`config.mk`:
```
export PLATFORM = sky130hd
export DESIGN_NAME = irq_route_top
export DESIGN_NICKNAME = d
export VERILOG_FILES = /design/src/hw/irq_pkg.sv /design/src/hw/irq_route_top.sv
export SDC_FILE = /design/constraint.sdc
export NUM_CORES = 1
export LEC_CHECK = 0
export ABC_AREA = 1
export BUFFER_PORTS_ARGS = -buffer_cell sky130_fd_sc_hd__clkbuf_2
export CORE_MARGIN = 5
export CORE_UTILIZATION = 55
export DETAILED_ROUTE_END_ITERATION = 8
export PLACE_DENSITY = 0.85
export RECOVER_POWER = 25
export SYNTH_ARGS = -nofsm -noshare
export SYNTH_HDL_FRONTEND = slang
export SYNTH_SLANG_ARGS = --single-unit
```
`constraint.sdc`:
```
create_clock -name clk -period 5.1 [get_ports clk]
set_input_delay 0.255 -clock clk [delete_from_list [all_inputs] [get_ports clk]]
set_output_delay 0.255 -clock clk [all_outputs]
set_load 0.05 [all_outputs]
```
`src/hw/irq_pkg.sv`:
```
/*
 * Shared constants and types for the interrupt routing and non-maskable
 * request merge block. It assumes an 8-bit I/O port bus with one-cycle
 * read and write strobes, synchronous to the single system clock.
 */
// Notes on behaviour
// Accept up to seven GPIO interrupt inputs.
// Sources sharing a line are ORed.
// No conflict detection; software avoids conflicts.
// Primary controller 20H-21H, secondary A0H-A1H.
// Line 0 is only timer channel 0.
// Line 2 carries only the cascade.
// Line 1: pins, keyboard unit, GPIO.
// Lines 3,4: pins, serial, GPIO, card.
// Line 5: pins, GPIO, card, no serial.
// Line 6: pins or GPIO only.
// Line 7: pins, serial, GPIO, card.
// Line 9 alarm plus GPIO; 8 unused.
// Lines 10-15 GPIO/card; 13 GPIO only.
// Each NMI source masked inside its unit.
// NMI output is OR of unmasked requests.
// NMI source status readable at 19H.
// NMI sources: power, keyboard, chip selects.
// Each NMI cleared by its own unit.
// Timer channel 0 drives line 0.
// Timer channel 2 drives the speaker.
// Index port 026H, data port 027H.
// Routing 0DH, shadows 40H and 41H.
// Each pin routes to line 1-7 except 2.
// Cascaded controller pair, standard programming model.
// Unassigned lines stay inactive.
package irq_pkg;

	// ==========================================================
	// I/O map
	localparam logic [15:0] IO_PIC_PRI = 16'h0020;
	localparam logic [15:0] IO_PIC_SEC = 16'h00A0;
	localparam logic [15:0] IO_INDEX   = 16'h0026;
	localparam logic [15:0] IO_DATA    = 16'h0027;
	localparam logic [7:0]  IO_IDLE_RD = 8'hFF;

	// ==========================================================
	// Indexed registers
	localparam logic [7:0] IDX_ROUTE = 8'h0D;
	localparam logic [7:0] IDX_NMI   = 8'h19;
	localparam logic [7:0] IDX_CS0   = 8'h20;
	localparam logic [7:0] IDX_CS1   = 8'h24;
	localparam logic [7:0] IDX_CS2   = 8'h28;
	localparam logic [7:0] IDX_SHPRI = 8'h40;
	localparam logic [7:0] IDX_SHSEC = 8'h41;
	localparam logic [7:0] INDEX_RST = 8'h00;

	// ==========================================================
	// Fields and reset values
	localparam int          ROUTE_A_LSB  = 0;
	localparam int          ROUTE_B_LSB  = 4;
	localparam logic [7:0]  ROUTE_RST    = 8'h00;
	localparam int          CS_NMI_EN    = 0;
	localparam int          CS_NMI_CLR   = 7;
	localparam logic [6:0]  CS_MODE_RST  = 7'h00;
	localparam int          NMI_PMU_BIT  = 0;
	localparam int          NMI_KBD_BIT  = 1;
	localparam int          NMI_CS_LSB   = 2;
	localparam logic [7:0]  IMR_RST      = 8'hFF;

	// ==========================================================
	// Line numbers and per-source allowed-line masks
	localparam int          LINE_TIMER   = 0;
	localparam int          LINE_CASCADE = 2;
	localparam int          LINE_RTC     = 9;
	localparam logic [15:0] ALLOW_PIN    = 16'h00FA;
	localparam logic [15:0] ALLOW_KBD    = 16'h0002;
	localparam logic [15:0] ALLOW_SER    = 16'h0098;
	localparam logic [15:0] ALLOW_CARD   = 16'hDCB8;
	localparam logic [15:0] ALLOW_GPIO   = 16'hFEFA;

	// ==========================================================
	// Types
	typedef enum logic [1:0] {
		IRQ_ST_ICW2  = 2'b00,
		IRQ_ST_ICW3  = 2'b01,
		IRQ_ST_ICW4  = 2'b10,
		IRQ_ST_READY = 2'b11
	} irq_init_t;

	typedef struct packed {
		logic        wr;
		logic        rd;
		logic [15:0] addr;
		logic [7:0]  wdata;
	} irq_io_req_t;

	typedef struct packed {
		logic       wr;
		logic       a0;
		logic [7:0] data;
	} irq_pic_acc_t;

endpackage

```
`src/hw/irq_route_top.sv`:
```
/*
 * Interrupt routing, a cascaded controller pair and the NMI merge.
 * Assumes the CPU issues one inta pulse per acknowledge and that the
 * timer, keyboard, power and serial units are outside this file.
 */
`timescale 1ns/1ps
`default_nettype none

// ==========================================================
// One programmable interrupt controller
module irq_pic (
	input  wire logic                  clk,
	input  wire logic                  rst,
	input  wire irq_pkg::irq_pic_acc_t acc,
	input  wire logic [7:0]            irq_in,
	input  wire logic                  ack,
	output logic                       int_req,
	output logic [2:0]                 top_idx,
	output logic [7:0]                 vector,
	output logic [7:0]                 rdata,
	output logic [7:0]                 shadow
);
	irq_pkg::irq_init_t step_reg;
	logic       ltim_reg;
	logic       sngl_reg;
	logic       ic4_reg;
	logic       aeoi_reg;
	logic       rd_isr_reg;
	logic [4:0] vbase_reg;
	logic [7:0] imr_reg;
	logic [7:0] irr_reg;
	logic [7:0] isr_reg;
	logic [7:0] prev_reg;
	logic [7:0] isr_next;
	logic [7:0] pend;
	logic [7:0] ack_mask;
	logic [7:0] eoi_clr;
	logic [2:0] isr_idx;
	logic       req_any;
	logic       isr_any;
	logic       icw1;
	logic       ocw2;
	logic       ocw3;

	// Line 0 has the highest priority.
	function automatic logic [2:0] first_set(input logic [7:0] v);
		first_set = 3'h0;
		for (int i = 7; i >= 0; i--) begin
			if (v[i]) begin
				first_set = 3'(i);
			end
		end
	endfunction

	always_comb begin
		pend     = irr_reg & ~imr_reg;
		req_any  = |pend;
		isr_any  = |isr_reg;
		top_idx  = first_set(pend);
		isr_idx  = first_set(isr_reg);
		int_req  = req_any && (step_reg == irq_pkg::IRQ_ST_READY)
			&& (!isr_any || top_idx < isr_idx);
		vector   = {vbase_reg, top_idx};
		rdata    = acc.a0 ? imr_reg : (rd_isr_reg ? isr_reg : irr_reg);
		shadow   = {vbase_reg, 3'h0};
		icw1     = acc.wr && !acc.a0 && acc.data[4];
		ocw2     = acc.wr && !acc.a0 && !acc.data[4] && !acc.data[3];
		ocw3     = acc.wr && !acc.a0 && !acc.data[4] && acc.data[3];
		ack_mask = ack ? (8'h01 << top_idx) : 8'h00;
		eoi_clr  = 8'h00;
		if (ocw2 && acc.data[5]) begin
			if (acc.data[6]) begin
				eoi_clr = 8'h01 << acc.data[2:0];
			end else if (isr_any) begin
				eoi_clr = 8'h01 << isr_idx;
			end
		end
		isr_next = (isr_reg & ~eoi_clr) | (aeoi_reg ? 8'h00 : ack_mask);
	end

	// Initialisation word sequence.
	always_ff @(posedge clk) begin
		if (rst) begin
			step_reg  <= irq_pkg::IRQ_ST_READY;
			ltim_reg  <= 1'b0;
			sngl_reg  <= 1'b0;
			ic4_reg   <= 1'b0;
			aeoi_reg  <= 1'b0;
			vbase_reg <= 5'h00;
		end else if (icw1) begin
			step_reg <= irq_pkg::IRQ_ST_ICW2;
			ltim_reg <= acc.data[3];
			sngl_reg <= acc.data[1];
			ic4_reg  <= acc.data[0];
			aeoi_reg <= 1'b0;
		end else if (acc.wr && acc.a0) begin
			case (step_reg)
				irq_pkg::IRQ_ST_ICW2: begin
					vbase_reg <= acc.data[7:3];
					if (!sngl_reg) begin
						step_reg <= irq_pkg::IRQ_ST_ICW3;
					end else if (ic4_reg) begin
						step_reg <= irq_pkg::IRQ_ST_ICW4;
					end else begin
						step_reg <= irq_pkg::IRQ_ST_READY;
					end
				end
				// The cascade wiring is fixed, so the word is accepted unread.
				irq_pkg::IRQ_ST_ICW3: begin
					step_reg <= ic4_reg ? irq_pkg::IRQ_ST_ICW4
						: irq_pkg::IRQ_ST_READY;
				end
				irq_pkg::IRQ_ST_ICW4: begin
					aeoi_reg <= acc.data[1];
					step_reg <= irq_pkg::IRQ_ST_READY;
				end
				default: begin
					step_reg <= irq_pkg::IRQ_ST_READY;
				end
			endcase
		end
	end

	// Mask and read-select words.
	always_ff @(posedge clk) begin
		if (rst) begin
			imr_reg    <= irq_pkg::IMR_RST;
			rd_isr_reg <= 1'b0;
		end else if (icw1) begin
			imr_reg    <= 8'h00;
			rd_isr_reg <= 1'b0;
		end else begin
			if (acc.wr && acc.a0 && step_reg == irq_pkg::IRQ_ST_READY) begin
				imr_reg <= acc.data;
			end
			if (ocw3 && acc.data[1]) begin
				rd_isr_reg <= acc.data[0];
			end
		end
	end

	// A rising edge in the acknowledge cycle is kept: set beats clear.
	always_ff @(posedge clk) begin
		if (rst) begin
			irr_reg  <= 8'h00;
			isr_reg  <= 8'h00;
			prev_reg <= 8'h00;
		end else begin
			prev_reg <= irq_in;
			if (icw1) begin
				irr_reg <= 8'h00;
				isr_reg <= 8'h00;
			end else begin
				irr_reg <= ltim_reg ? irq_in
					: ((irr_reg & ~ack_mask) | (irq_in & ~prev_reg));
				isr_reg <= isr_next;
			end
		end
	end
endmodule // irq_pic

// ==========================================================
// Routing, register port and NMI merge
module irq_route_top #(
	parameter int GPIO_IRQS = 7
) (
	input  wire logic                   clk,
	input  wire logic                   rst,
	input  wire irq_pkg::irq_io_req_t   io_req,
	output logic [7:0]                  io_rdata,
	input  wire logic                   timer0_out,
	input  wire logic                   timer2_out,
	input  wire logic                   ext_int_pin_a,
	input  wire logic                   ext_int_pin_b,
	input  wire logic                   keyboard_ctl_unit_irq,
	input  wire logic                   serial_port_unit_irq,
	input  wire logic [3:0]             serial_line,
	input  wire logic                   pccard_irq,
	input  wire logic [3:0]             pccard_line,
	input  wire logic                   rtc_alarm,
	input  wire logic [GPIO_IRQS-1:0]   gpio_irq,
	input  wire logic [4*GPIO_IRQS-1:0] gpio_line,
	input  wire logic                   power_mgmt_unit_nmi,
	input  wire logic                   keyboard_ctl_unit_nmi,
	input  wire logic [2:0]             prog_chip_select_evt,
	input  wire logic                   inta,
	output logic                        cpu_intr,
	output logic                        cpu_nmi,
	output logic [7:0]                  cpu_vector,
	output logic                        speaker_out
);
	logic [7:0]  index_reg;
	logic [7:0]  route_reg;
	logic [6:0]  cs_mode_reg [3];
	logic [2:0]  cs_pend_reg;
	logic [15:0] line_reg;
	logic [15:0] line_next;
	logic [15:0] gpio_dec [GPIO_IRQS];
	logic [7:0]  nmi_stat;
	logic [7:0]  rdata_next;
	logic [7:0]  pri_rd;
	logic [7:0]  sec_rd;
	logic [7:0]  pri_vec;
	logic [7:0]  sec_vec;
	logic [7:0]  pri_sh;
	logic [7:0]  sec_sh;
	logic [2:0]  pri_idx;
	logic        pri_int;
	logic        sec_int;
	logic        sec_ack;
	logic        pri_sel;
	logic        sec_sel;
	logic        data_wr;
	irq_pkg::irq_pic_acc_t pri_acc;
	irq_pkg::irq_pic_acc_t sec_acc;

	function automatic logic [15:0] line_dec(input logic [3:0] sel,
		input logic [15:0] allow);
		line_dec = (16'h0001 << sel) & allow;
	endfunction

	// ==========================================================
	// Request line assembly
	for (genvar g = 0; g < GPIO_IRQS; g++) begin : g_gpio
		assign gpio_dec[g] = gpio_irq[g]
			? line_dec(gpio_line[4*g +: 4], irq_pkg::ALLOW_GPIO) : 16'h0000;
	end

	// Overlapping assignments are simply ORed; nothing arbitrates them.
	always_comb begin
		line_next = 16'h0000;
		if (ext_int_pin_a) begin
			line_next |= line_dec({1'b0, route_reg[irq_pkg::ROUTE_A_LSB +: 3]},
				irq_pkg::ALLOW_PIN);
		end
		if (ext_int_pin_b) begin
			line_next |= line_dec({1'b0, route_reg[irq_pkg::ROUTE_B_LSB +: 3]},
				irq_pkg::ALLOW_PIN);
		end
		if (keyboard_ctl_unit_irq) begin
			line_next |= irq_pkg::ALLOW_KBD;
		end
		if (serial_port_unit_irq) begin
			line_next |= line_dec(serial_line, irq_pkg::ALLOW_SER);
		end
		if (pccard_irq) begin
			line_next |= line_dec(pccard_line, irq_pkg::ALLOW_CARD);
		end
		for (int i = 0; i < GPIO_IRQS; i++) begin
			line_next |= gpio_dec[i];
		end
		line_next[irq_pkg::LINE_RTC] = line_next[irq_pkg::LINE_RTC] | rtc_alarm;
		line_next[irq_pkg::LINE_TIMER] = timer0_out;
		line_next[irq_pkg::LINE_CASCADE] = 1'b0;
	end

	always_ff @(posedge clk) begin
		if (rst) begin
			line_reg <= 16'h0000;
		end else begin
			line_reg <= line_next;
		end
	end

	// ==========================================================
	// I/O decode
	always_comb begin
		pri_sel = io_req.addr[15:1] == irq_pkg::IO_PIC_PRI[15:1];
		sec_sel = io_req.addr[15:1] == irq_pkg::IO_PIC_SEC[15:1];
		data_wr = io_req.wr && io_req.addr == irq_pkg::IO_DATA;
		pri_acc = '{wr: io_req.wr && pri_sel, a0: io_req.addr[0],
			data: io_req.wdata};
		sec_acc = '{wr: io_req.wr && sec_sel, a0: io_req.addr[0],
			data: io_req.wdata};
	end

	// ==========================================================
	// Controller pair, secondary cascaded into primary input 2
	irq_pic u_pri (
		.clk     (clk),
		.rst     (rst),
		.acc     (pri_acc),
		.irq_in  ({line_reg[7:3], sec_int, line_reg[1:0]}),
		.ack     (inta),
		.int_req (pri_int),
		.top_idx (pri_idx),
		.vector  (pri_vec),
		.rdata   (pri_rd),
		.shadow  (pri_sh)
	);

	assign sec_ack = inta && pri_idx == 3'(irq_pkg::LINE_CASCADE);

	irq_pic u_sec (
		.clk     (clk),
		.rst     (rst),
		.acc     (sec_acc),
		.irq_in  (line_reg[15:8]),
		.ack     (sec_ack),
		.int_req (sec_int),
		.top_idx (),
		.vector  (sec_vec),
		.rdata   (sec_rd),
		.shadow  (sec_sh)
	);

	always_ff @(posedge clk) begin
		if (rst) begin
			cpu_intr   <= 1'b0;
			cpu_vector <= 8'h00;
		end else begin
			cpu_intr <= pri_int;
			if (inta) begin
				cpu_vector <= sec_ack ? sec_vec : pri_vec;
			end
		end
	end

	// ==========================================================
	// Index and configuration registers
	always_ff @(posedge clk) begin
		if (rst) begin
			index_reg <= irq_pkg::INDEX_RST;
			route_reg <= irq_pkg::ROUTE_RST;
		end else begin
			if (io_req.wr && io_req.addr == irq_pkg::IO_INDEX) begin
				index_reg <= io_req.wdata;
			end
			if (data_wr && index_reg == irq_pkg::IDX_ROUTE) begin
				route_reg <= io_req.wdata;
			end
		end
	end

	// Chip-select NMI sources live here, so their mask and clear do too.
	for (genvar c = 0; c < 3; c++) begin : g_cs
		localparam logic [7:0] CS_IDX = 8'(irq_pkg::IDX_CS0 + 4 * c);
		logic cs_wr;
		assign cs_wr = data_wr && index_reg == CS_IDX;
		always_ff @(posedge clk) begin
			if (rst) begin
				cs_mode_reg[c] <= irq_pkg::CS_MODE_RST;
				cs_pend_reg[c] <= 1'b0;
			end else begin
				if (cs_wr) begin
					cs_mode_reg[c] <= io_req.wdata[6:0];
				end
				cs_pend_reg[c] <= prog_chip_select_evt[c]
					|| (cs_pend_reg[c]
					&& !(cs_wr && io_req.wdata[irq_pkg::CS_NMI_CLR]));
			end
		end
	end

	// ==========================================================
	// NMI merge
	always_comb begin
		nmi_stat = 8'h00;
		nmi_stat[irq_pkg::NMI_PMU_BIT] = power_mgmt_unit_nmi;
		nmi_stat[irq_pkg::NMI_KBD_BIT] = keyboard_ctl_unit_nmi;
		for (int i = 0; i < 3; i++) begin
			nmi_stat[irq_pkg::NMI_CS_LSB + i] =
				cs_pend_reg[i] && cs_mode_reg[i][irq_pkg::CS_NMI_EN];
		end
	end

	always_ff @(posedge clk) begin
		if (rst) begin
			cpu_nmi     <= 1'b0;
			speaker_out <= 1'b0;
		end else begin
			cpu_nmi     <= |nmi_stat;
			speaker_out <= timer2_out;
		end
	end

	// ==========================================================
	// Read data, registered one cycle after the read strobe
	always_comb begin
		rdata_next = irq_pkg::IO_IDLE_RD;
		if (pri_sel) begin
			rdata_next = pri_rd;
		end else if (sec_sel) begin
			rdata_next = sec_rd;
		end else if (io_req.addr == irq_pkg::IO_INDEX) begin
			rdata_next = index_reg;
		end else if (io_req.addr == irq_pkg::IO_DATA) begin
			rdata_next = 8'h00;
			if (index_reg == irq_pkg::IDX_ROUTE) begin
				rdata_next = route_reg;
			end else if (index_reg == irq_pkg::IDX_NMI) begin
				rdata_next = nmi_stat;
			end else if (index_reg == irq_pkg::IDX_CS0) begin
				rdata_next = {1'b0, cs_mode_reg[0]};
			end else if (index_reg == irq_pkg::IDX_CS1) begin
				rdata_next = {1'b0, cs_mode_reg[1]};
			end else if (index_reg == irq_pkg::IDX_CS2) begin
				rdata_next = {1'b0, cs_mode_reg[2]};
			end else if (index_reg == irq_pkg::IDX_SHPRI) begin
				rdata_next = pri_sh;
			end else if (index_reg == irq_pkg::IDX_SHSEC) begin
				rdata_next = sec_sh;
			end
		end
	end

	always_ff @(posedge clk) begin
		if (rst) begin
			io_rdata <= 8'h00;
		end else if (io_req.rd) begin
			io_rdata <= rdata_next;
		end
	end
endmodule // irq_route_top

`default_nettype wire

```
==> reports/summary.log <==
[run_status] outcome complete, no violations
[flow_run] count of max-cap constraint violations 0
[power] VDD IR-drop max 0.0002565 V
[routing] initial DRC count 1158
[min_path] origin of the worst min-delay path timer0_out
[setup_path] reg2reg path depth 9
[timing] setup tns final 0 ps
[routing] number of design rule violations left after detail routing 0
[layout] final std cell area, no fill 10320 sq um
[floorplanning] total number of placement rows 47
[floorplanning] die area 19260 sq um
[clocking] TritonCTS sink count 160
[synthesis] most frequent cells after synthesis sky130_fd_sc_hd__nand2_1, sky130_fd_sc_hd__inv_1, sky130_fd_sc_hd__nor2_1, sky130_fd_sc_hd__dfxtp_1, sky130_fd_sc_hd__a21oi_1
[setup_path] startpoint of the lowest-slack register-to-register path index_reg[4]
[layout] share of layout cells above drive strength 1 0.1175
[clocking] CTS-repair resized insts 0
[placed_design] IO buf count 103
[synthesis] cell types occupying the most area after synthesis sky130_fd_sc_hd__dfxtp_1, sky130_fd_sc_hd__nand2_1, sky130_fd_sc_hd__inv_1
[min_path] path type of the worst min-delay path in -> reg
[synthesis] Unique masters post-synth 55
[timing] minimum clock period after layout 2114 ps
[floorplanning] die outline width 138.8 um
[min_path] cell depth of the worst min-delay path 3
[layout] fin nets 1540
[global_routing] largest net degree at the start of global routing 49
[layout] flip-flop count of the largest register, all copies and words added 21
[routing] vias per std cell 5.777
[setup_path] slowest stage cell on the critical path sky130_fd_sc_hd__inv_1
[synthesis] number of warnings reported in the yosys synthesis log 0
[routing] post-DR wirelength/cell 17.31 um
[placed_design] Post-Place Worst Slack 2815 ps
[timing] final setup fails 0
[routing] DRT Wirelength 29150 um
[synthesis] count leader, synth sky130_fd_sc_hd__nand2_1
[power] leakage power 4.532 nW
[placed_design] final weighted congestion in routability-driven placement 1.016
[synthesis] number of enable-type register cells in the synthesized netlist 21
[setup_path] startpoint types input port
[setup_path] crit path cell chain clkbuf_2, buf_4, inv_1, buf_4, nand4_1, nor2_1
[timing] Period Utilization, post-route 0.4144
[synthesis] predominant post-synthesis flop cell sky130_fd_sc_hd__dfxtp_1
[floorplanning] number of top-level design ports 104
[timing] post-layout worst setup margin 2986 ps
[clocking] clk root buf sky130_fd_sc_hd__clkbuf_16
[synthesis] cell area after technology mapping 9121 sq um
[synthesis] proportion of synthesized flip-flops having asynchronous set or reset 0
[routing] Post-DRT Antenna Nets 0
[power] power density of the placed cells 281.6 nW/um^2
[global_routing] leftover overflow at the end of global routing 0
[floorplanning] initial core utilization 0.5559
[setup_path] Worst Path Class, Setup in -> reg
[timing] Hold Worst Slack 3.520 ps
[setup_path] arrival time reported for the critical path endpoint 2390 ps
[setup_path] r2r endpoint cs_mode_reg[1][6]
[power] Pwr Total 2.906 mW
[clocking] clock transition time at the flip-flop clock pins of the worst setup and hold paths 70 ps
[synthesis] top cell type's share of synthesized area 0.3051
[synthesis] post-synthesis sequential area ratio 0.3742
[routing] via count of the routed design 9729
[synthesis] Synth Net Count 1451
[clocking] number of buffers added to fix hold violations after cts 0
[setup_path] maximum fanout encountered on the critical timing path 48
[synthesis] Avg Synthesized Cell Area 6.697 sq um
[layout] final cell count without fillers 1684
[timing] final hold violation count 0
[setup_path] Required @ worst endpoint 5370 ps
[global_routing] wire length of the first global-routing pass 45930 um
[setup_path] buffers plus inverters on the worst setup path 4
[layout] post-layout utilization of the core 0.6291
[placed_design] sum of net half-perimeters after detailed placement 22090 um
[synthesis] Post-Syn Instances 1362
[setup_path] maximum single-stage delay on the critical path 720 ps
[timing] number of pins with negative max-slew slack in the final report 0
[timing] unrepaired setup endpoints after global routing no
[setup_path] library cell appearing most often on the critical path sky130_fd_sc_hd__buf_4
[setup_path] cell class contributing the biggest share of worst-path delay buffers and inverters
[global_routing] number of global-route vias before repair 9008
[clocking] clock latency at the later pin of the worst-skew pair 430 ps
[placed_design] area after detailed placement 9758 sq um
[floorplanning] core box area 16410 sq um
[min_path] endpoint of the worst hold-timing path line_reg[0]
[placed_design] placed cell count 1652
[routing] TritonRoute pass-1 iters 5
[timing] Slew Limit Headroom 0.4166
[global_routing] total routing usage reported by global routing 0.2946
[synthesis] number of synthesized register bits 160
[clocking] CTS Buf Count 17
[clocking] Post-CTS Setup Repair Bufs 0
[global_routing] number of antenna violations at the first check in global routing 0
[clocking] clock tree from TritonCTS yes
[layout] area growth from synthesis to layout 13.15%
[floorplanning] die boundary height 138.8 um
[setup_path] kind of capture point of the worst setup path flip-flop
[layout] antenna fix cells 0
[timing] clock skew 7.559 ps
[clocking] CTS max path bufs 2
[clocking] H-tree depth reported by CTS 4
[synthesis] dominant cell type by area after synthesis sky130_fd_sc_hd__dfxtp_1
[setup_path] setup slack, reg-to-reg 3150 ps
[timing] transition time at the pin with the least slew margin 874.1 ps
[timing] maximum clock rate 473.1 MHz
==> cells in the final DEF (no fill, tap or decap), drive strengths merged, types with 2 or more instances in the layout <==
cell type,synthesis,final
nand2,308,308
a21oi,115,115
nand3,105,105
a22oi,2,2
dfxtp,139,139
clkinv,5,10
o22ai,17,17
o32ai,3,3
nor4,13,13
o311ai,2,2
o221ai,18,18
a41oi,4,4
o2111ai,3,3
or2,3,3
a211oi,12,12
clkbuf,23,120
nand4,23,23
o21ai,99,99
nor3,30,30
buf,12,2
bufinv,0,2
inv,206,213
o211ai,9,9
a221oi,3,3
ha,4,4
edfxtp,21,21
nor3b,2,2
a31oi,4,4
nor2,169,169
==> power breakdown <==
part	leakage (nW)	switching, mW	total (mW)	internal (mW)
combinational	2.89	0.203	0.280	0.0773
clock	0.292	0.563	1.30	0.735
sequential	1.35	0.0191	1.33	1.31
==> layout make-up <==
type | instances | area [sq um]
clock buffer | 17 | 425.4
clock inverter | 15 | 171.4
fill | 1493 | 6086
inverter | 211 | 792.0
multi-input combinational | 956 | 4740
sequential | 160 | 3413
tap | 220 | 275.3
timing repair buffer | 105 | 504.2
==> kinds of logic after synthesis <==
logic type / synth area share
buffers and inverters: 0.1053
flip-flops: 0.3742
adder cells (fa/ha/maj): 0.005487
AO/OA/AOI/OAI: 0.1923
AND/OR/NAND/NOR: 0.3226
==> tightest hold or removal path, cell delays in order <==
cell                       delay [ps]
sky130_fd_sc_hd__clkbuf_2          80
sky130_fd_sc_hd__inv_1             40
sky130_fd_sc_hd__nor2_1            30
==> per-layer routing <==
layer  part of all wire  up-vias  global-route usage
li1                   -     4733                   -
met5                  0        -                   0
met2               0.46      524              0.4896
met4              0.046        0              0.1287
met3              0.093      105             0.06897
met1               0.40     4367              0.3662
==> how the worst max path moves through the flow <==
stage / startpoint / slack (ps) / depth (start not counted) / to
after detailed placement: io_req[21] / 2810 / 9 / u_sec.imr_reg[4]
after CTS: index_reg[4] / 3190 / 9 / cs_mode_reg[1][2]
after global placement: rst / 2940 / 6 / cs_mode_reg[2][6]
after floorplan: u_sec.isr_reg[7] / 3510 / 14 / u_pri.irr_reg[2]
final: rst / 2990 / 6 / cs_mode_reg[2][2]
after global routing: rst / 2800 / 6 / cs_mode_reg[2][2]
Note: power is estimated with default switching activity, not from simulation.
